<file path="src/hdl/rtw_pkg.sv">
// Shared constants, types and tables of the raw track write command decoder
package rtw_pkg;

   // ****************************************
   // Command descriptor layout
   // ****************************************
   localparam int CDB_LEN = 10;
   localparam logic [3:0] CDB_LAST = 4'h9;
   localparam int B_OP = 0;
   localparam int B_FLAGS = 1;
   localparam int B_CYL_HI = 2;
   localparam int B_CYL_LO = 3;
   localparam int B_HEAD = 4;
   localparam int B_SECT = 5;
   localparam int B_LEN_HI = 7;
   localparam int B_LEN_LO = 8;
   localparam int PHYS_BIT = 0;
   localparam logic [7:0] OP_REFORMAT = 8'hED;
   localparam logic [7:0] OP_WRFULL = 8'hFC;
   localparam logic [15:0] FULL_BLK_LEN = 16'h020C;

   // ****************************************
   // Sense keys
   // ****************************************
   localparam logic [3:0] SK_NONE = 4'h0;
   localparam logic [3:0] SK_MEDIUM = 4'h3;
   localparam logic [3:0] SK_ILLEGAL = 4'h5;

   // ****************************************
   // Register map
   // ****************************************
   localparam logic [3:0] REG_CTRL = 4'h0;
   localparam logic [3:0] REG_STATUS = 4'h1;
   localparam logic [3:0] REG_ERR = 4'h2;
   localparam logic [3:0] REG_ADDR = 4'h3;
   localparam logic [3:0] REG_LEN = 4'h4;
   localparam int CTRL_EN_BIT = 0;
   localparam int CTRL_CLR_BIT = 1;
   localparam logic CTRL_EN_RESET = 1'b1;

   // ****************************************
   // Drive error codes, index = fault input bit
   // ****************************************
   localparam logic [7:0] ERR_NONE = 8'h00;
   localparam int NUM_FAULTS = 30;
   localparam logic [7:0] ERR_TBL [0:NUM_FAULTS-1] = '{
      8'h03, 8'h04, 8'h05, 8'h06,         // RL11
      8'h07, 8'h0A, 8'h0B,                // RL12
      8'h0C, 8'h0E,                       // RL13
      8'h0F, 8'h10, 8'h11,                // RL14
      8'h12, 8'h13, 8'h16,                // RL15
      8'h14, 8'h15,                       // RL16
      8'h17, 8'h18, 8'h19,
      8'h1A, 8'h1B, 8'h1C,                // RL17
      8'h1E, 8'h1F, 8'h21, 8'h22, 8'h23, 8'h24, 8'h25 // RL18
   };

   // ****************************************
   // Types
   // ****************************************
   typedef enum logic [2:0] {
      ST_CDB = 3'b000,
      ST_DECODE = 3'b001,
      ST_FMT = 3'b010,
      ST_LOCATE = 3'b011,
      ST_XFER = 3'b100,
      ST_WDONE = 3'b101
   } rtw_state_t;

   typedef struct packed {
      logic [15:0] cyl;
      logic [7:0] head;
      logic [7:0] sect;
      logic [15:0] len;
   } rtw_fmt_req_t;

   typedef struct packed {
      logic phys;
      logic first_phys_only;
      logic [31:0] lba;
      logic [15:0] cyl;
      logic [7:0] head;
      logic [7:0] sect;
   } rtw_loc_req_t;

   typedef struct packed {
      logic done;
      logic good;
      logic [3:0] sense;
   } rtw_status_t;

   typedef struct packed {
      rtw_state_t st;
      logic [CDB_LEN-1:0][7:0] cdb;
      logic [3:0] idx;
      logic [15:0] cnt;
      logic [7:0] wbyte;
      logic wfull;
      logic en;
      logic [7:0] err;
      logic [31:0] rdata;
      logic done;
      logic good;
      logic [3:0] sense;
      logic fmt_go;
      logic loc_go;
   } rtw_regs_t;

endpackage

</file>
<file path="src/hdl/rtw_err_encoder.sv">
// Priority encoder from fault inputs to the drive error code
`timescale 1ns/10ps
`default_nettype none
module rtw_err_encoder
   import rtw_pkg::*;
(
   // Fault conditions, one bit each
   input wire logic [NUM_FAULTS-1:0] faults,
   // Encoded code, zero when no fault
   output logic [7:0] code
);

   // Lowest fault index wins; only listed codes can come out
   function automatic logic [7:0] encode(input logic [NUM_FAULTS-1:0] f);
      logic [7:0] c;
      c = ERR_NONE;
      for (int i = NUM_FAULTS - 1; i >= 0; i--) begin
         if (f[i]) begin
            c = ERR_TBL[i]; // RL19
         end
      end
      return c;
   endfunction

   always_comb begin
      code = encode(faults); // RL10
   end

endmodule
`default_nettype wire

</file>
<file path="src/hdl/rtw_cmd_decoder.sv">
// Raw track write command decoder: descriptor parse, length check, data phase, error code
// Contract
// RL1: Reformat command reformats the whole addressed track per length setting.
// RL2: Reformat takes cylinder from bytes 2-3, head byte 4, ignores sector.
// RL3: Raw write stores the block exactly as the initiator supplies it.
// RL4: Select bit clear: logical address, position verified, first physical block only.
// RL5: Select bit set: cylinder bytes 2-3, head byte 4, sector byte 5.
// RL6: Only a transfer length of 524 is accepted, else illegal request.
// RL7: Raw write succeeds only if the preceding sector header reads.
// RL8: Initiator sends modified block data read earlier, header stripped.
// RL9: Initiator matches logical to physical block size to reach all blocks.
// RL10: Error code zero means no error.
// RL11: Distinct codes for servo processor power-on faults.
// RL12: Distinct codes for command parity, illegal command, bad seek address.
// RL13: Distinct codes for bad nonvolatile address and write timeout.
// RL14: Distinct codes for spin-up failure and readiness timeouts.
// RL15: Distinct codes for seek unspun, no tracking, recalibrate retries exhausted.
// RL16: Distinct codes for offset bounds failure and persistent fault.
// RL17: Distinct codes for head alignment needed, critical, limit exceeded.
// RL18: Separate timeout code for each servo operation.
// RL19: Error code is eight bits and never a reserved value.
// RL20: Initiator sends ten-byte descriptor: opcode, flags, address, control.
//
// The register addresses and strobed register access were left to the implementer.
`timescale 1ns/10ps
`default_nettype none
module rtw_cmd_decoder
   import rtw_pkg::*;
(
   // Clock and reset
   input wire logic core_clk,
   input wire logic rst_b,
   // Register port
   input wire logic [3:0] reg_addr,
   input wire logic [31:0] reg_wdata,
   input wire logic reg_wr,
   input wire logic reg_rd,
   output logic [31:0] reg_rdata,
   // Descriptor bytes from the bus front end
   input wire logic cdb_valid,
   input wire logic [7:0] cdb_byte,
   output logic cdb_ready,
   // Write data phase bytes from the initiator
   input wire logic din_valid,
   input wire logic [7:0] din_byte,
   output logic din_ready,
   // Track reformat engine
   output logic fmt_start,
   output rtw_fmt_req_t fmt_req,
   input wire logic fmt_done,
   input wire logic fmt_ok,
   // Block locate and prior header check
   output logic loc_start,
   output rtw_loc_req_t loc_req,
   input wire logic loc_done,
   input wire logic loc_hdr_ok,
   input wire logic loc_pos_ok,
   // Raw block writer
   output logic wr_valid,
   output logic [7:0] wr_byte,
   input wire logic wr_ready,
   input wire logic wr_done,
   input wire logic wr_ok,
   // Command completion
   output rtw_status_t status,
   // Servo and drive faults, error code
   input wire logic [NUM_FAULTS-1:0] faults,
   output logic [7:0] drive_error_code
);

   rtw_regs_t s;
   rtw_regs_t n;
   logic [7:0] enc_code;
   logic err_clr;

   // ****************************************
   // Descriptor field helpers
   // ****************************************
   function automatic logic [15:0] cdb_cyl(input logic [CDB_LEN-1:0][7:0] c);
      return {c[B_CYL_HI], c[B_CYL_LO]};
   endfunction

   function automatic logic [15:0] cdb_len(input logic [CDB_LEN-1:0][7:0] c);
      return {c[B_LEN_HI], c[B_LEN_LO]};
   endfunction

   rtw_err_encoder u_enc (
      .faults(faults),
      .code(enc_code)
   );

   // ****************************************
   // Outputs
   // ****************************************
   always_comb begin
      reg_rdata = s.rdata;
      cdb_ready = (s.st == ST_CDB) && s.en;
      din_ready = (s.st == ST_XFER) && (s.cnt != FULL_BLK_LEN) && (!s.wfull || wr_ready);
      wr_valid = s.wfull;
      wr_byte = s.wbyte; // RL3
      fmt_start = s.fmt_go;
      fmt_req.cyl = cdb_cyl(s.cdb); // RL2
      fmt_req.head = s.cdb[B_HEAD]; // RL2
      fmt_req.sect = 8'h00; // RL2
      fmt_req.len = cdb_len(s.cdb); // RL1
      loc_start = s.loc_go;
      loc_req.phys = s.cdb[B_FLAGS][PHYS_BIT];
      loc_req.first_phys_only = !s.cdb[B_FLAGS][PHYS_BIT]; // RL4 RL9
      loc_req.lba = {s.cdb[B_CYL_HI], s.cdb[B_CYL_LO], s.cdb[B_HEAD], s.cdb[B_SECT]}; // RL4
      loc_req.cyl = cdb_cyl(s.cdb); // RL5
      loc_req.head = s.cdb[B_HEAD]; // RL5
      loc_req.sect = s.cdb[B_SECT]; // RL5
      status.done = s.done;
      status.good = s.good;
      status.sense = s.sense;
      drive_error_code = s.err;
   end

   // ****************************************
   // Next state
   // ****************************************
   always_comb begin
      n = s;
      n.rdata = 32'h0000_0000;
      n.done = 1'b0;
      n.fmt_go = 1'b0;
      n.loc_go = 1'b0;
      err_clr = reg_wr && (reg_addr == REG_CTRL) && reg_wdata[CTRL_CLR_BIT];

      if (reg_wr && (reg_addr == REG_CTRL)) begin
         n.en = reg_wdata[CTRL_EN_BIT];
      end
      // First code is held; a new code wins over a clear in the same cycle
      if ((enc_code != ERR_NONE) && ((s.err == ERR_NONE) || err_clr)) begin
         n.err = enc_code; // RL10
      end else if (err_clr) begin
         n.err = ERR_NONE;
      end

      if (reg_rd) begin
         case (reg_addr)
            REG_CTRL: n.rdata = 32'({1'b0, s.en});
            REG_STATUS: n.rdata = 32'({s.sense, (s.st != ST_CDB), s.st});
            REG_ERR: n.rdata = 32'(s.err);
            REG_ADDR: n.rdata = loc_req.lba;
            REG_LEN: n.rdata = 32'(cdb_len(s.cdb));
            default: n.rdata = 32'h0000_0000;
         endcase
      end

      case (s.st)
         ST_CDB: begin
            if (cdb_valid && s.en) begin
               n.cdb[s.idx] = cdb_byte; // RL20
               if (s.idx == CDB_LAST) begin
                  n.idx = 4'h0;
                  n.st = ST_DECODE;
               end else begin
                  n.idx = s.idx + 4'h1;
               end
            end
         end
         ST_DECODE: begin
            case (s.cdb[B_OP])
               OP_REFORMAT: begin
                  n.fmt_go = 1'b1; // RL1
                  n.st = ST_FMT;
               end
               OP_WRFULL: begin
                  if (cdb_len(s.cdb) != FULL_BLK_LEN) begin
                     n.st = ST_CDB; // RL6
                     n.done = 1'b1;
                     n.good = 1'b0;
                     n.sense = SK_ILLEGAL; // RL6
                  end else begin
                     n.loc_go = 1'b1;
                     n.st = ST_LOCATE;
                  end
               end
               default: begin
                  n.st = ST_CDB;
                  n.done = 1'b1;
                  n.good = 1'b0;
                  n.sense = SK_ILLEGAL;
               end
            endcase
         end
         ST_FMT: begin
            if (fmt_done) begin
               n.st = ST_CDB;
               n.done = 1'b1;
               n.good = fmt_ok;
               n.sense = fmt_ok ? SK_NONE : SK_MEDIUM;
            end
         end
         ST_LOCATE: begin
            // Logical addressing also needs the position check to pass
            if (loc_done) begin
               if (loc_hdr_ok && (loc_req.phys || loc_pos_ok)) begin // RL7 RL4
                  n.st = ST_XFER;
                  n.cnt = 16'h0000;
               end else begin
                  n.st = ST_CDB;
                  n.done = 1'b1;
                  n.good = 1'b0;
                  n.sense = SK_MEDIUM; // RL7
               end
            end
         end
         ST_XFER: begin
            // One byte stage keeps writer data on a flop without a bubble
            if (s.wfull && wr_ready) begin
               n.wfull = 1'b0;
            end
            if (din_valid && din_ready) begin
               n.wbyte = din_byte; // RL3 RL8
               n.wfull = 1'b1;
               n.cnt = s.cnt + 16'h0001;
            end
            if ((s.cnt == FULL_BLK_LEN) && !s.wfull) begin
               n.st = ST_WDONE;
            end
         end
         ST_WDONE: begin
            if (wr_done) begin
               n.st = ST_CDB;
               n.done = 1'b1;
               n.good = wr_ok;
               n.sense = wr_ok ? SK_NONE : SK_MEDIUM;
            end
         end
         default: begin
            n.st = ST_CDB;
         end
      endcase
   end

   // ****************************************
   // State register
   // ****************************************
   always_ff @(posedge core_clk) begin
      if (!rst_b) begin
         s <= '0;
         s.st <= ST_CDB;
         s.en <= CTRL_EN_RESET;
         s.err <= ERR_NONE;
         s.sense <= SK_NONE;
      end else begin
         s <= n;
      end
   end
endmodule
`default_nettype wire

</file>
<file path="config.mk">
export PLATFORM = sky130hd
export DESIGN_NAME = rtw_cmd_decoder
export DESIGN_NICKNAME = d
export VERILOG_FILES = /design/src/hdl/rtw_pkg.sv /design/src/hdl/rtw_err_encoder.sv /design/src/hdl/rtw_cmd_decoder.sv
export SDC_FILE = /design/constraint.sdc
export NUM_CORES = 1
export LEC_CHECK = 0
export ABC_AREA = 1
export BUFFER_PORTS_ARGS = -buffer_cell sky130_fd_sc_hd__buf_4
export CORE_MARGIN = 2
export CORE_UTILIZATION = 45
export CTS_BUF_LIST = sky130_fd_sc_hd__clkbuf_4 sky130_fd_sc_hd__clkbuf_8
export DETAILED_ROUTE_END_ITERATION = 6
export MAX_ROUTING_LAYER = met4
export PLACE_DENSITY = 0.73
export SLEW_MARGIN = 5
export SYNTH_ARGS = -nofsm -noshare
export SYNTH_HDL_FRONTEND = slang
export SYNTH_HIERARCHICAL = 1
export SYNTH_SLANG_ARGS = --single-unit
</file>
<file path="constraint.sdc">
create_clock -name core_clk -period 3.1 [get_ports core_clk]
set_input_delay 0.465 -clock core_clk [delete_from_list [all_inputs] [get_ports core_clk]]
set_output_delay 0.465 -clock core_clk [all_outputs]
set_load 0.01 [all_outputs]
</file>
# Yosys cells after proc, flatten, opt, wreduce, memory -nomap -nowiden

Cells that the tools add are included.

Add/sub/neg operators: 2
Order comparisons: 2
Equal/unequal tests: 26
Multiplexer cells: 63
Reduce and logical (&&, ||, !) cells: 35

Operator list:

| kind                                                     | count |
|---|---|
| two-way mux 6 bit                                        | 35 |
| case mux 32 bit (5 select lines)                         | 1 |
| two-way mux 87 bit                                       | 1 |
| bitwise mux 80 bit                                       | 1 |
| demux 8 bit (select 4 bit)                               | 1 |
| two-way mux 16 bit                                       | 2 |
| inequality test 16 x 10 -> 1 bit (second input constant) | 2 |
| case mux 16 bit (2 select lines)                         | 1 |
| two-way mux 25 bit                                       | 1 |
| two-way mux 8 bit                                        | 3 |
| case mux 6 bit (4 select lines)                          | 1 |
| two-way mux 3 bit                                        | 6 |
| case mux 3 bit (6 select lines)                          | 1 |
| adder 16 x 1 -> 16 bit (second input constant)           | 1 |
| equality test 16 x 10 -> 1 bit (second input constant)   | 1 |
| equality test 8 bit (second input constant)              | 2 |
| logical AND 1 bit                                        | 12 |
| inequality test 2 bit (second input constant)            | 6 |
| case mux 6 bit (2 select lines)                          | 1 |
| AND reduction 2 bit                                      | 5 |
| equality test 4 x 2 -> 1 bit (second input constant)     | 2 |
| zero test 8 bit                                          | 1 |
| inequality test 2 x 1 -> 1 bit (second input constant)   | 4 |
| nonzero test 8 bit                                       | 1 |
| 25 further kinds                                         | 36 |

Register bits: 161
Input bits: 96
Output and inout port bits: 173
Word-level logic and storage cells: 151

# Longest topological paths before layout

Gate-level depths: netlist of the first run.

Depth after elaboration: 33
Depth in mapped cells: 30
Depth with buffers taken out: 30

# Hierarchy

The synthesis of the first run kept the hierarchy.

By module, submodules not included:

| module          | times used | cells an instance | area an instance (sq um) |
|---|---|---|---|
| rtw_cmd_decoder | 1          | 977               | 7160.6 |
| rtw_err_encoder | 1          | 97                | 411.6 |

# Worst setup path before layout of the first run

Ideal clock, no wire load.

Path type: input -> register
Start point: in faults[28]
End point: reg s, in the netlist drive_error_code[4]
Library setup time: 70 ps
Data arrival time: 2375 ps
Setup slack: 655 ps
Stages: 30
Buffers on the path: 0
Cells stage by stage: inv_1 -> nand2_1 -> nand2_1 -> nand2_1 -> nand2_1 -> nand2_1 -> nand2_1 -> nand2_1 -> nand2_1 -> nand2_1 -> nand2_1 -> nand2_1 -> nand2_1 -> nand2_1 -> nand2_1 -> nand2_1 -> nand2_1 -> nand2_1 -> nand2_1 -> nand2_1 -> nand2_1 -> nand2_1 -> nand2_1 -> nand2_1 -> nand2_1 -> nor2_1 -> nand4_1 -> a21oi_1 -> nand2_1 -> a21oi_1

Cells in the longest elaborated chain, start to end: 32
Elaborated cells on any way between the ends: 33
Those cells by class: 30 x mux; 3 x reduce/logical

RTL lines:

| what                                                    | RTL line               | source |
|---|---|---|
| start: declaration                                      | rtw_cmd_decoder.sv:67  | `input wire logic [NUM_FAULTS-1:0] faults,` |
| two-way mux 6 bit * (29 in series)                      | rtw_err_encoder.sv:18  | `if (f[i]) begin` |
| via enc_code[0]                                         | rtw_cmd_decoder.sv:73  | `logic [7:0] enc_code;` |
| nonzero test 8 bit *                                    | rtw_cmd_decoder.sv:134 | `if ((enc_code != ERR_NONE) && ((s.err == ERR_NONE) \|\| err_clr)) begin` |
| logical AND 1 bit *                                     | rtw_cmd_decoder.sv:134 |  |
| two-way mux 8 bit or nonzero test 2 bit (tied branches) | --                     |  |
| end signal: assignment                                  | rtw_cmd_decoder.sv:249 | `s <= n;` |
| end: declaration                                        | rtw_cmd_decoder.sv:71  | `rtw_regs_t s;` |

The timed path passes the listed nets; every way through them passes the cells marked *.
A chain may end at the register's enable or synchronous reset.

# Worst setup path in the final report of the first run

Start point: in faults[29]
End point: reg s, in the netlist drive_error_code[1]

Cells in the longest elaborated chain, start to end: 33
Elaborated cells on any way between the ends: 34
Those cells by class: 31 x mux; 3 x reduce/logical

RTL lines:

| what                                                    | RTL line |
|---|---|
| two-way mux 6 bit * (30 in series)                      | rtw_err_encoder.sv:18 |
| via enc_code[0]                                         | rtw_cmd_decoder.sv:73 |
| nonzero test 8 bit *                                    | rtw_cmd_decoder.sv:134 |
| logical AND 1 bit *                                     | rtw_cmd_decoder.sv:134 |
| two-way mux 8 bit or nonzero test 2 bit (tied branches) | -- |

Marks and branches as above.

==> results of run 1 <==
[metrics by stage]
step                util [%]  worst slack, ps  power [mW]  std cells
detailed placement      49.5              301        2.44       1335
floorplan                  -              655        2.26       1083
global placement        49.5              308        2.43       1335
global route            52.1              299        4.13       1366
finish                  52.1              744        3.96       1366
CTS                     52.1              741        3.99       1366
[state kept, by name (all words and copies together), names as in the netlist, 5 cells and up]
| name | count |
|---|---|
| fmt_req | 40 |
| reg_rdata | 32 |
| s | 32 |
| loc_req | 9 |
| drive_error_code | 8 |
| wr_byte | 8 |
| status | 5 |
[power breakdown]
part | internal [mW] | total, mW | switching, mW
clock | 0.833 | 1.56 | 0.722
sequential | 1.81 | 1.86 | 0.0509
combinational | 0.228 | 0.541 | 0.313
[layout by cell type, fill, tap and decap left out, types with 2 or more instances in the layout]
cell type                    count
sky130_fd_sc_hd__a21oi_1       104
sky130_fd_sc_hd__a21oi_2         2
sky130_fd_sc_hd__buf_4         235
sky130_fd_sc_hd__bufinv_16       3
sky130_fd_sc_hd__clkbuf_8       18
sky130_fd_sc_hd__clkinv_4        4
sky130_fd_sc_hd__clkinvlp_4      3
sky130_fd_sc_hd__conb_1         11
sky130_fd_sc_hd__dfxtp_1       137
sky130_fd_sc_hd__ha_1            2
sky130_fd_sc_hd__inv_1         158
sky130_fd_sc_hd__inv_2           2
sky130_fd_sc_hd__nand2_1       144
sky130_fd_sc_hd__nand2_2         3
sky130_fd_sc_hd__nand2_4         2
sky130_fd_sc_hd__nand3_1        50
sky130_fd_sc_hd__nand4_1        12
sky130_fd_sc_hd__nor2_1        108
sky130_fd_sc_hd__nor2_4          2
sky130_fd_sc_hd__nor3_1         26
sky130_fd_sc_hd__o21ai_0        64
sky130_fd_sc_hd__o21bai_1        2
sky130_fd_sc_hd__o221ai_1        2
sky130_fd_sc_hd__o22ai_1        21
sky130_fd_sc_hd__xor2_1          8
[cells in the mapped netlist (all sizes together)]
master,number,share of area (%)
clkbuf,16,0.79
clkinv,2,0.12
o211ai,1,0.099
o21a,1,0.099
o22ai,22,1.9
inv,160,7.9
nand3b,2,0.25
o21ai,66,4.4
ha,2,0.33
nor2,112,6.0
o21bai,2,0.20
a21oi,106,7.1
dfxtp,137,36
a31oi,1,0.083
a2111oi,1,0.12
nor3,27,1.9
conb,2,0.099
xor2,8,0.93
a22oi,1,0.099
nor4,1,0.083
o31ai,1,0.099
a21boi,2,0.20
nand2,149,7.7
nand4,12,0.99
o221ai,2,0.23
nand3,51,3.5
buf,187,18
[cell families after synthesis]
group / share of synthesized area, %
compound gates: 14.6
xor+xnor: 0.925
fa+ha+maj: 0.330
buf+inv: 27.3
flops: 36.2
other cells: 0.0992
simple gates: 20.5
[worst max-delay path, delay by kind of cell]
family	cells	cell delay, ps
AOI/OAI and AO/OA	2	460
buffers and inverters	2	310
and+or+nand+nor	27	1450
[layer usage]
metal,GRT usage [%],up-vias,routed length (um)
li1,-,3349,-
met1,26.9,2922,8340
met2,35.5,221,8960
met3,4.30,22,1300
met4,6.38,0,234
met5,-,-,0
[area by class of cell]
cell class	instances	area [sq um]	area share, %
clock buffer	19	255	2.96
clock inverter	12	168	1.95
inverter	162	609	7.08
multi-input combinational	581	2800	32.5
sequential	137	2740	31.9
tap	220	275	3.20
timing repair buffer	235	1760	20.5
[worst paths after layout]
kind / startpoint / end / slack [ps] / depth (start not counted)
setup / recovery: faults[29] / drive_error_code[1] / 740 / 31
hold / removal: reg_rd / reg_rdata[7] / 240 / 3
setup reg to reg: s[58] / s[58] / 1030 / 9
hold reg to reg: s[84] / s[84] / 450 / 2
==> Implementation_results.wiki, run 1 <==
{| class="wikitable"
! Metric !! Value
|-
| Source-to-sink clock delay at the later pin of the worst-skew pair || 450 ps
|-
| Final Hold Vio Count || 0
|-
| Setup crit end kind || flop
|-
| Most Frequent Cell on Critical Path || sky130_fd_sc_hd__nand2_1
|-
| Setup TNS || 0 ps
|-
| Fraction of layout cells with a size suffix above 1 || 24.9%
|-
| Slew Limit Headroom || 47.2%
|-
| Mean area per synthesized cell || 7.05 sq um
|-
| Time the worst path needs with I/O delays and setup || 2360 ps
|-
| Quantity of gates resized following cts || 0
|-
| Drt total wl || 18,800 um
|-
| Vias after detailed routing || 6,514
|-
| Share of the yosys chip area belonging to registers || 36.2%
|-
| Count of pins over their slew limit || 0
|-
| Worst Path Required || 3450 ps
|-
| First-pass GRT wire length || 29,800 um
|-
| Initial antenna violation count || 0
|-
| Clock tree skew after final layout || 8.13 ps
|-
| Global Route Usage Sum || 21.6%
|-
| Area of the core || 16,500 sq um
|-
| Power per standard cell area || 460 nW/um^2
|-
| Maximum clock frequency || 425 MHz
|-
| Tightest Pin Transition || 790 ps
|-
| Boundary pin count || 269
|-
| Final period utilization || 76.0%
|-
| Run status || finished clean
|-
| Clock transition at the registers of the reported paths || 80 ps
|-
| Horizontal die dimension || 134 um
|-
| Count of port buffers added during placement || 229
|-
| CTS root buf || sky130_fd_sc_hd__clkbuf_8
|-
| Area of the die || 17,900 sq um
|-
| Number of cells produced by synthesis || 1,074
|-
| Count of unresolved DRC violations after routing || 0
|-
| Synth Cell Area || 7570 sq um
|-
| Yosys Warn Count || 6
|-
| Number of DRC markers after the initial detailed-route iteration || 370
|-
| TritonCTS Buffers || 17
|-
| Setup repair after global routing missed its margin || false
|-
| Initial standard-cell utilization of the core || 45.8%
|-
| Standby leakage power || 3.91 nW
|-
| CTS tree || built
|-
| Fill count || 1,655
|-
| Largest driver fanout on the critical path || 5
|-
| Slowest Stage Delay on Critical Path || 330 ps
|-
| 1st-pass router iterations || 5
|-
| Antenna diode instance count || 0
|-
| Number of setup buffers added after CTS || 0
|-
| Hold slack || 236 ps
|-
| Max-capacitance violation count || 0
|-
| Area growth from synthesis to layout || 13.7%
|-
| Count of hold buffers inserted by post-cts repair || 0
|-
| Routed length per instance || 13.8 um
|-
| Nets || 1,232
|-
| Arrival time of data at the critical path endpoint || 2710 ps
|-
| Hold Crit Class || primary input to flop
|-
| Max Root-Sink Buffers || 2
|-
| Drt via density || 4.77
|-
| Number of register bits inferred by synthesis || 137
|-
| Residual antenna-violating net count after detailed routing || 0
|-
| Number of core rows || 47
|-
| Sinks on the clock net || 137
|-
| Pin count of the biggest net entering global routing || 61
|-
| H-tree levels || 4
|-
| Vertical die dimension || 134 um
|-
| Via count of the first global-routing pass || 5,940
|-
| IR Drop Worst-Case VDD || 356 uV
|-
| Start-to-end type of the worst setup path || primary input to flop
|-
| Number of library cell types mapped by synthesis || 44
|-
| Slowest CP cell || sky130_fd_sc_hd__a21oi_1
|-
| Detailed placement HPWL || 14,100 um
|-
| Sort of element at the start of the critical path || primary input
|-
| Summed area of non-filler cells in the final layout || 8610 sq um
|-
| GPL Wtd Cong || 0.859
|-
| Grt total ovfl || 0
|-
| Final setup vio count || 0
|-
| Placed Area || 8190 sq um
|}
Power figures use the tool's default switching activity.
==> run 2, diff against run 1 <==
- clock period: 3.1 -> 2.4 ns (I/O delays scaled with it)
==> Implementation_results.wiki, run 2 (synthesized netlist as in run 1, its figures left out) <==
{| class="wikitable"
! Metric !! Value
|-
| Antenna diode instance count || 0
|-
| Area of the core || 16,500 sq um
|-
| Worst Path Required || 2040 ps
|-
| Max-capacitance violation count || 0
|-
| Count of hold buffers inserted by post-cts repair || 0
|-
| Number of core rows || 47
|-
| Hold Crit Class || primary input to flop
|-
| Sinks on the clock net || 137
|-
| Placed cells || 1,343
|-
| CP Cell Sequence || inv_1 > ha_1 > nand4_1 > nor2_1 > nand2_1 > nand2_1 > inv_1 > buf_4
|-
| Largest driver fanout on the critical path || 4
|-
| Count of unresolved DRC violations after routing || 0
|-
| Detailed placement HPWL || 14,400 um
|-
| Vias after detailed routing || 6,578
|-
| Number of setup buffers added after CTS || 0
|-
| Final period utilization || 83.1%
|-
| Pin count of the biggest net entering global routing || 38
|-
| Fraction of layout cells with a size suffix above 1 || 25.6%
|-
| Routing usage on met3 || 3.39%
|-
| Area of the die || 17,900 sq um
|-
| Count of port buffers added during placement || 229
|-
| Worst hold path stage count || 3
|-
| Most common cell after layout, fill and taps aside || sky130_fd_sc_hd__buf_4
|-
| Max reg flops || 40
|-
| Slew Limit Headroom || 52.9%
|-
| Global Route Usage Sum || 21.8%
|-
| 1st-pass router iterations || 4
|-
| Arrival time of data at the critical path endpoint || 1630 ps
|-
| Count of pins over their slew limit || 0
|-
| Run status || finished clean
|-
| Global routing met1 resource utilization || 27.9%
|-
| Final setup vio count || 0
|-
| GPL Wtd Cong || 0.860
|-
| Via count of the first global-routing pass || 5,882
|-
| CTS tree || built
|-
| Slowest Stage Delay on Critical Path || 340 ps
|-
| Horizontal die dimension || 134 um
|-
| H-tree levels || 4
|-
| Depth of the worst register-to-register path || 5
|-
| Final Hold Vio Count || 0
|-
| Grt total ovfl || 0
|-
| Max Root-Sink Buffers || 2
|-
| Setup TNS || 0 ps
|-
| Boundary pin count || 269
|-
| Post-Route Utilization || 52.0%
|-
| Drt via density || 4.79
|-
| Routed length per instance || 13.9 um
|-
| Source-to-sink clock delay at the later pin of the worst-skew pair || 460 ps
|-
| Slowest CP cell || sky130_fd_sc_hd__dfxtp_1
|-
| Number of DRC markers after the initial detailed-route iteration || 450
|-
| Setup crit end kind || primary output
|-
| Nets || 1,240
|-
| Maximum clock frequency || 502 MHz
|-
| Residual antenna-violating net count after detailed routing || 0
|-
| First-pass GRT wire length || 29,900 um
|-
| Met2 routing resource usage after global routing || 34.8%
|-
| Drt total wl || 19,100 um
|-
| Overall power after layout || 4.81 mW
|-
| Start-to-end type of the worst setup path || flop to primary output
|-
| Vertical die dimension || 134 um
|-
| Fill count || 1,664
|-
| Initial standard-cell utilization of the core || 45.8%
|-
| Register Area || 2740 sq um
|-
| Clock transition at the registers of the reported paths || 80 ps
|-
| Crit path depth || 8
|-
| Bufs and invs on worst path || 3
|-
| Tightest Pin Transition || 702 ps
|-
| Family with the most delay on the worst path || simple AND/OR/NAND/NOR gates
|-
| Initial antenna violation count || 0
|-
| Power per standard cell area || 559 nW/um^2
|-
| Clock tree skew after final layout || 11.8 ps
|-
| IR Drop Worst-Case VDD || 376 uV
|-
| Final Instance Count excl. Fillers || 1,374
|-
| CTS root buf || sky130_fd_sc_hd__clkbuf_8
|-
| Multi-input combinational cell area || 2800 sq um
|-
| TritonCTS Buffers || 17
|-
| Sort of element at the start of the critical path || flop
|-
| Standby leakage power || 3.91 nW
|-
| Time the worst path needs with I/O delays and setup || 1990 ps
|-
| Area growth from synthesis to layout || 13.5%
|-
| Commonest cells after routing, fill and taps aside || sky130_fd_sc_hd__buf_4 (242), sky130_fd_sc_hd__inv_1 (158), sky130_fd_sc_hd__nand2_1 (144)
|-
| Layer with the highest usage || met2
|}
==> run 2: cell count changes in the layout (fill, tap and decap cells not counted) <==
cell | previous run | this run
sky130_fd_sc_hd__a21oi_1 | 104 | 102
sky130_fd_sc_hd__a21oi_2 | 2 | 4
sky130_fd_sc_hd__buf_6 | 0 | 1
sky130_fd_sc_hd__bufinv_16 | 3 | 0
sky130_fd_sc_hd__clkinv_4 | 4 | 2
sky130_fd_sc_hd__buf_4 | 235 | 242
sky130_fd_sc_hd__inv_8 | 1 | 0
sky130_fd_sc_hd__clkinv_2 | 1 | 5
sky130_fd_sc_hd__clkinvlp_4 | 3 | 4
sky130_fd_sc_hd__clkbuf_4 | 1 | 2
==> run 2: per-stage QoR <==
stage / area [sq um] / hold slack [ps] / setup slack [ps]
finish: 8600 / 130 / 407
CTS: 8590 / 115 / 369
global placement: 8250 / 432 / -10.6
floorplan: 7610 / 424 / 59.6
global route: 8600 / 137 / -21.1
detailed placement: 8250 / 439 / -40.8
==> run 2: cell type report <==
class	count	area share (%)
Multi-Input combinational cell	581	32.6
Sequential cell	137	31.9
Tap cell	220	3.20
Timing Repair Buffer	243	21.3
Clock inverter	11	0.888
Clock buffer	20	3.06
Inverter	162	7.09
==> run 2: path summary, 6_finish.rpt <==
path / startpoint / endpoint / slack [ps]
setup reg to reg: s[48] / fmt_req[45] / 470
hold reg to reg: s[81] / s[81] / 450
setup / recovery: s[58] / din_ready / 410
hold / removal: reg_rd / reg_rdata[7] / 130
==> run 2: repair_timing <==
item                       in CTS  in global routing
setup endpoints to repair       0                  8
gates resized for setup         0                  3
hold endpoints to repair        0                  0
==> run 2: tightest hold or removal path, cell delays in order <==
cell and delay, ps:
sky130_fd_sc_hd__buf_4 90, sky130_fd_sc_hd__nand3_1 70, sky130_fd_sc_hd__inv_1 50
==> run 2: routing by layer <==
metal | share of wire (%) | vias to the layer above
met5 | 0 | -
met4 | 1.5 | 0
met3 | 5.8 | 22
met2 | 48 | 224
met1 | 45 | 2972
li1 | - | 3360
==> run 2: where the power goes <==
part	switching, mW	leakage, nW	internal, mW
logic	0.424	2.64	0.318
registers	0.0680	1.11	2.34
clock network	0.908	0.168	0.754
total	1.40	3.91	3.41
==> run 3, diff against run 2 <==
- ABC_AREA: 1 -> 0
- PLACE_DENSITY: 0.73 -> 0.74
- clock period: 2.4 -> 2 ns (I/O delays scaled with it)
==> Implementation_results.wiki, run 3 <==
{| class="wikitable"
! Metric !! Value
|-
| Run status || finished with violations
|-
| Failing checks || setup timing
|-
| Yosys Warn Count || 6
|-
| Detailed placement HPWL || 14,700 um
|-
| Int Pwr || 4.44 mW
|-
| Fraction of synthesized cell area taken by the top area cell type || 37.8%
|-
| Setup crit end kind || primary output
|-
| Leading cell type by number of instances after synthesis || sky130_fd_sc_hd__buf_4
|-
| Cell accounting for the most synthesized area || sky130_fd_sc_hd__dfxtp_1
|-
| Initial antenna violation count || 0
|-
| Area of the core || 15,800 sq um
|-
| Capture point of the worst path || din_ready
|-
| Most numerous cell types in the synthesized netlist || sky130_fd_sc_hd__buf_4 (169), sky130_fd_sc_hd__dfxtp_1 (137), sky130_fd_sc_hd__nor2_1 (72)
|-
| Depth of the worst register-to-register path || 9
|-
| Flop pwr share || 47.9%
|-
| Crit Reg-Reg Endpoint || s[72]
|-
| Vertical die dimension || 131 um
|-
| Initial standard-cell utilization of the core || 45.8%
|-
| Slowest Stage Delay on Critical Path || 560 ps
|-
| Power per standard cell area || 675 nW/um^2
|-
| Start-to-end type of the worst setup path || flop to primary output
|-
| Leading register cell type out of synthesis || sky130_fd_sc_hd__dfxtp_1
|-
| Final setup vio count || 24
|-
| Fraction of layout cells with a size suffix above 1 || 37.3%
|-
| Clock network power share || 42.4%
|-
| H-tree levels || 4
|-
| Crit path depth || 6
|-
| Overall power after layout || 5.97 mW
|-
| 1st-pass router iterations || 5
|-
| R2r setup slk || -340 ps
|-
| Number of library cell types mapped by synthesis || 71
|-
| First-pass GRT wire length || 29,800 um
|-
| Count of pins over their slew limit || 0
|-
| Routed length per instance || 16.6 um
|-
| Max reg flops || 40
|-
| Reg-to-reg critical path startpoint || s[59]
|-
| Reported net switching power || 1.52 mW
|-
| GPL Wtd Cong || 0.881
|-
| Number of cells produced by synthesis || 862
|-
| Placed cells || 1,154
|-
| Fill count || 1,474
|-
| Max Root-Sink Buffers || 2
|-
| Multi-input combinational cell area || 3180 sq um
|-
| Crit. Startpoint || s[59]
|-
| Number of core rows || 46
|-
| Minimum setup slack after placement || -123 ps
|-
| Most common cell after layout, fill and taps aside || sky130_fd_sc_hd__buf_4
|-
| Grt total ovfl || 0
|-
| Global Route Usage Sum || 23.3%
|-
| Drt total wl || 19,800 um
|-
| Share of async-settable or async-resettable flops after synthesis || 0%
|-
| CTS root buf || sky130_fd_sc_hd__clkbuf_8
|-
| Vias after detailed routing || 6,287
|-
| Max-capacitance violation count || 0
|-
| Sinks on the clock net || 137
|-
| Area growth from synthesis to layout || 21.9%
|-
| Share of the yosys chip area belonging to registers || 37.8%
|-
| Setup slack of the critical path after layout || -480 ps
|-
| Family with the most delay on the worst path || simple AND/OR/NAND/NOR gates
|-
| Largest driver fanout on the critical path || 2
|-
| CTS tree || built
|-
| Relative contribution of combinational cells to total power || 9.8%
|-
| Slowest CP cell || sky130_fd_sc_hd__or4_4
|-
| IR Drop Worst-Case VDD || 336 uV
|-
| Worst Path Required || 1700 ps
|-
| Time the worst path needs with I/O delays and setup || 2480 ps
|-
| CP Cell Sequence || inv_2 > ha_4 > or3b_4 > or4_4 > and3_4 > buf_6
|-
| Maximum clock frequency || 403 MHz
|-
| Count of unresolved DRC violations after routing || 0
|-
| Synth Cell Area || 7250 sq um
|-
| Antenna diode instance count || 0
|-
| Clock transition at the registers of the reported paths || 80 ps
|-
| Hold Crit Class || primary input to flop
|-
| Uppermost signal routing layer after detailed routing || met4
|-
| Standby leakage power || 3.89 nW
|-
| Arrival time of data at the critical path endpoint || 2180 ps
|-
| Register Area || 2750 sq um
|-
| Final period utilization || 124%
|-
| Number of DRC markers after the initial detailed-route iteration || 418
|-
| TritonCTS Buffers || 17
|-
| Wire length on met1 || 8010 um
|-
| Commonest cells after routing, fill and taps aside || sky130_fd_sc_hd__buf_4 (271), sky130_fd_sc_hd__dfxtp_1 (134), sky130_fd_sc_hd__nor2_1 (71)
|-
| Metal2 WL || 10,000 um
|-
| Boundary pin count || 269
|-
| Number of enable flip-flop cells after synthesis || 0
|-
| Sort of element at the start of the critical path || flop
|-
| Final Hold Vio Count || 0
|-
| Count of port buffers added during placement || 229
|-
| Bufs and invs on worst path || 2
|-
| Pin count of the biggest net entering global routing || 58
|-
| Clock tree skew after final layout || 11.2 ps
|-
| Leading cell types by total area after synthesis || sky130_fd_sc_hd__dfxtp_1 (38%), sky130_fd_sc_hd__buf_4 (17%), sky130_fd_sc_hd__mux2i_1 (3.7%)
|-
| Met3 wire length || 1370 um
|-
| Mean area per synthesized cell || 8.41 sq um
|-
| Switching power as a share of total power || 25.5%
|-
| Drt via density || 5.28
|-
| Area of the die || 17,100 sq um
|-
| Via count of the first global-routing pass || 5,649
|-
| Horizontal die dimension || 131 um
|-
| Source-to-sink clock delay at the later pin of the worst-skew pair || 450 ps
|-
| Tightest Pin Transition || 501 ps
|-
| Final Instance Count excl. Fillers || 1,191
|-
| Residual antenna-violating net count after detailed routing || 0
|-
| Slew Limit Headroom || 65.8%
|-
| Nets || 1,062
|-
| Number of register bits inferred by synthesis || 137
|-
| Count of hold buffers inserted by post-cts repair || 0
|-
| Setup repair after global routing missed its margin || true
|}
## run 3: kinds of logic (layout without fill, tap and decap cells)
| logic type | Yosys count | in the layout | synth area share (%) |
|---|---|---|---|
| buffers and inverters | 221 | 324 | 20.5 |
| multiplexers | 28 | 28 | 3.88 |
| AO/OA/AOI/OAI | 151 | 151 | 13.8 |
| XOR/XNOR | 3 | 3 | 0.362 |
| flip-flops | 137 | 137 | 37.8 |
| AND/OR/NAND/NOR | 318 | 319 | 23.3 |
| adder cells (fa/ha/maj) | 2 | 2 | 0.345 |
| other | 2 | 11 | 0.104 |
## run 3: timing repair
item                                    CTS  global route
cloned                                    1             0
endpoints found under the setup margin   23            31
pin swaps                                11             7
resized for setup                        15            21
setup buffers                             5             4
## run 3: power groups by stage
stage	combinational (mW)	sequential (mW)	clock, mW
floorplan	0.370	2.89	0
global placement	0.572	2.91	0
detailed placement	0.578	2.92	0
CTS	0.582	2.85	2.57
global route	0.635	2.86	2.69
finish	0.583	2.86	2.53
## run 3: final cells by class
cell class / count / share of cell area (%)
inverters: 15 / 0.637
clock inverters: 12 / 2.14
clock buffers: 18 / 2.80
flip-flops and latches: 137 / 31.1
repair buffers: 279 / 24.4
multi-input cells: 514 / 36.0
well taps: 216 / 3.06
## run 3: per-layer routing
layer | track usage (%) | up-vias
met3 | 5.01 | 27
met1 | 27.2 | 2949
met4 | 7.45 | 0
met5 | - | -
li1 | - | 3059
met2 | 40.0 | 252
## run 3: worst register-to-register path, cell delays in order (launching register included)
cell and delay [ps]:
sky130_fd_sc_hd__dfxtp_2 330, sky130_fd_sc_hd__inv_2 60, sky130_fd_sc_hd__ha_4 120, sky130_fd_sc_hd__or3b_4 370, sky130_fd_sc_hd__or4_4 560, sky130_fd_sc_hd__buf_4 160, sky130_fd_sc_hd__buf_8 140, sky130_fd_sc_hd__a21boi_4 280
sky130_fd_sc_hd__o21ai_2 110, sky130_fd_sc_hd__a21oi_2 130
## run 3: how the worst min path moves through the flow
stage                       startpoint     to  slack, ps  cells after the start
after global placement           s[84]  s[84]        440                      2
after CTS                 reg_wdata[0]  s[48]         40                      3
after floorplan           reg_wdata[0]  s[48]        430                      2
final                     reg_wdata[0]  s[48]         70                      3
after detailed placement         s[85]  s[85]        450                      2
after global routing      reg_wdata[0]  s[48]         70                      3
## run 3: per-stage QoR
| step | setup TNS, ps | util (%) | hold slack (ps) | instance area (sq um) |
|---|---|---|---|---|
| after global placement | -431 | 52.0 | 445 | 8220 |
| after global routing | -5500 | 55.9 | 69.9 | 8840 |
| after CTS | -7060 | 55.4 | 41.1 | 8780 |
| after floorplan | 0 | - | 425 | 7290 |
| after detailed placement | -675 | 52.0 | 453 | 8220 |
| final | -3640 | 55.9 | 66.6 | 8840 |
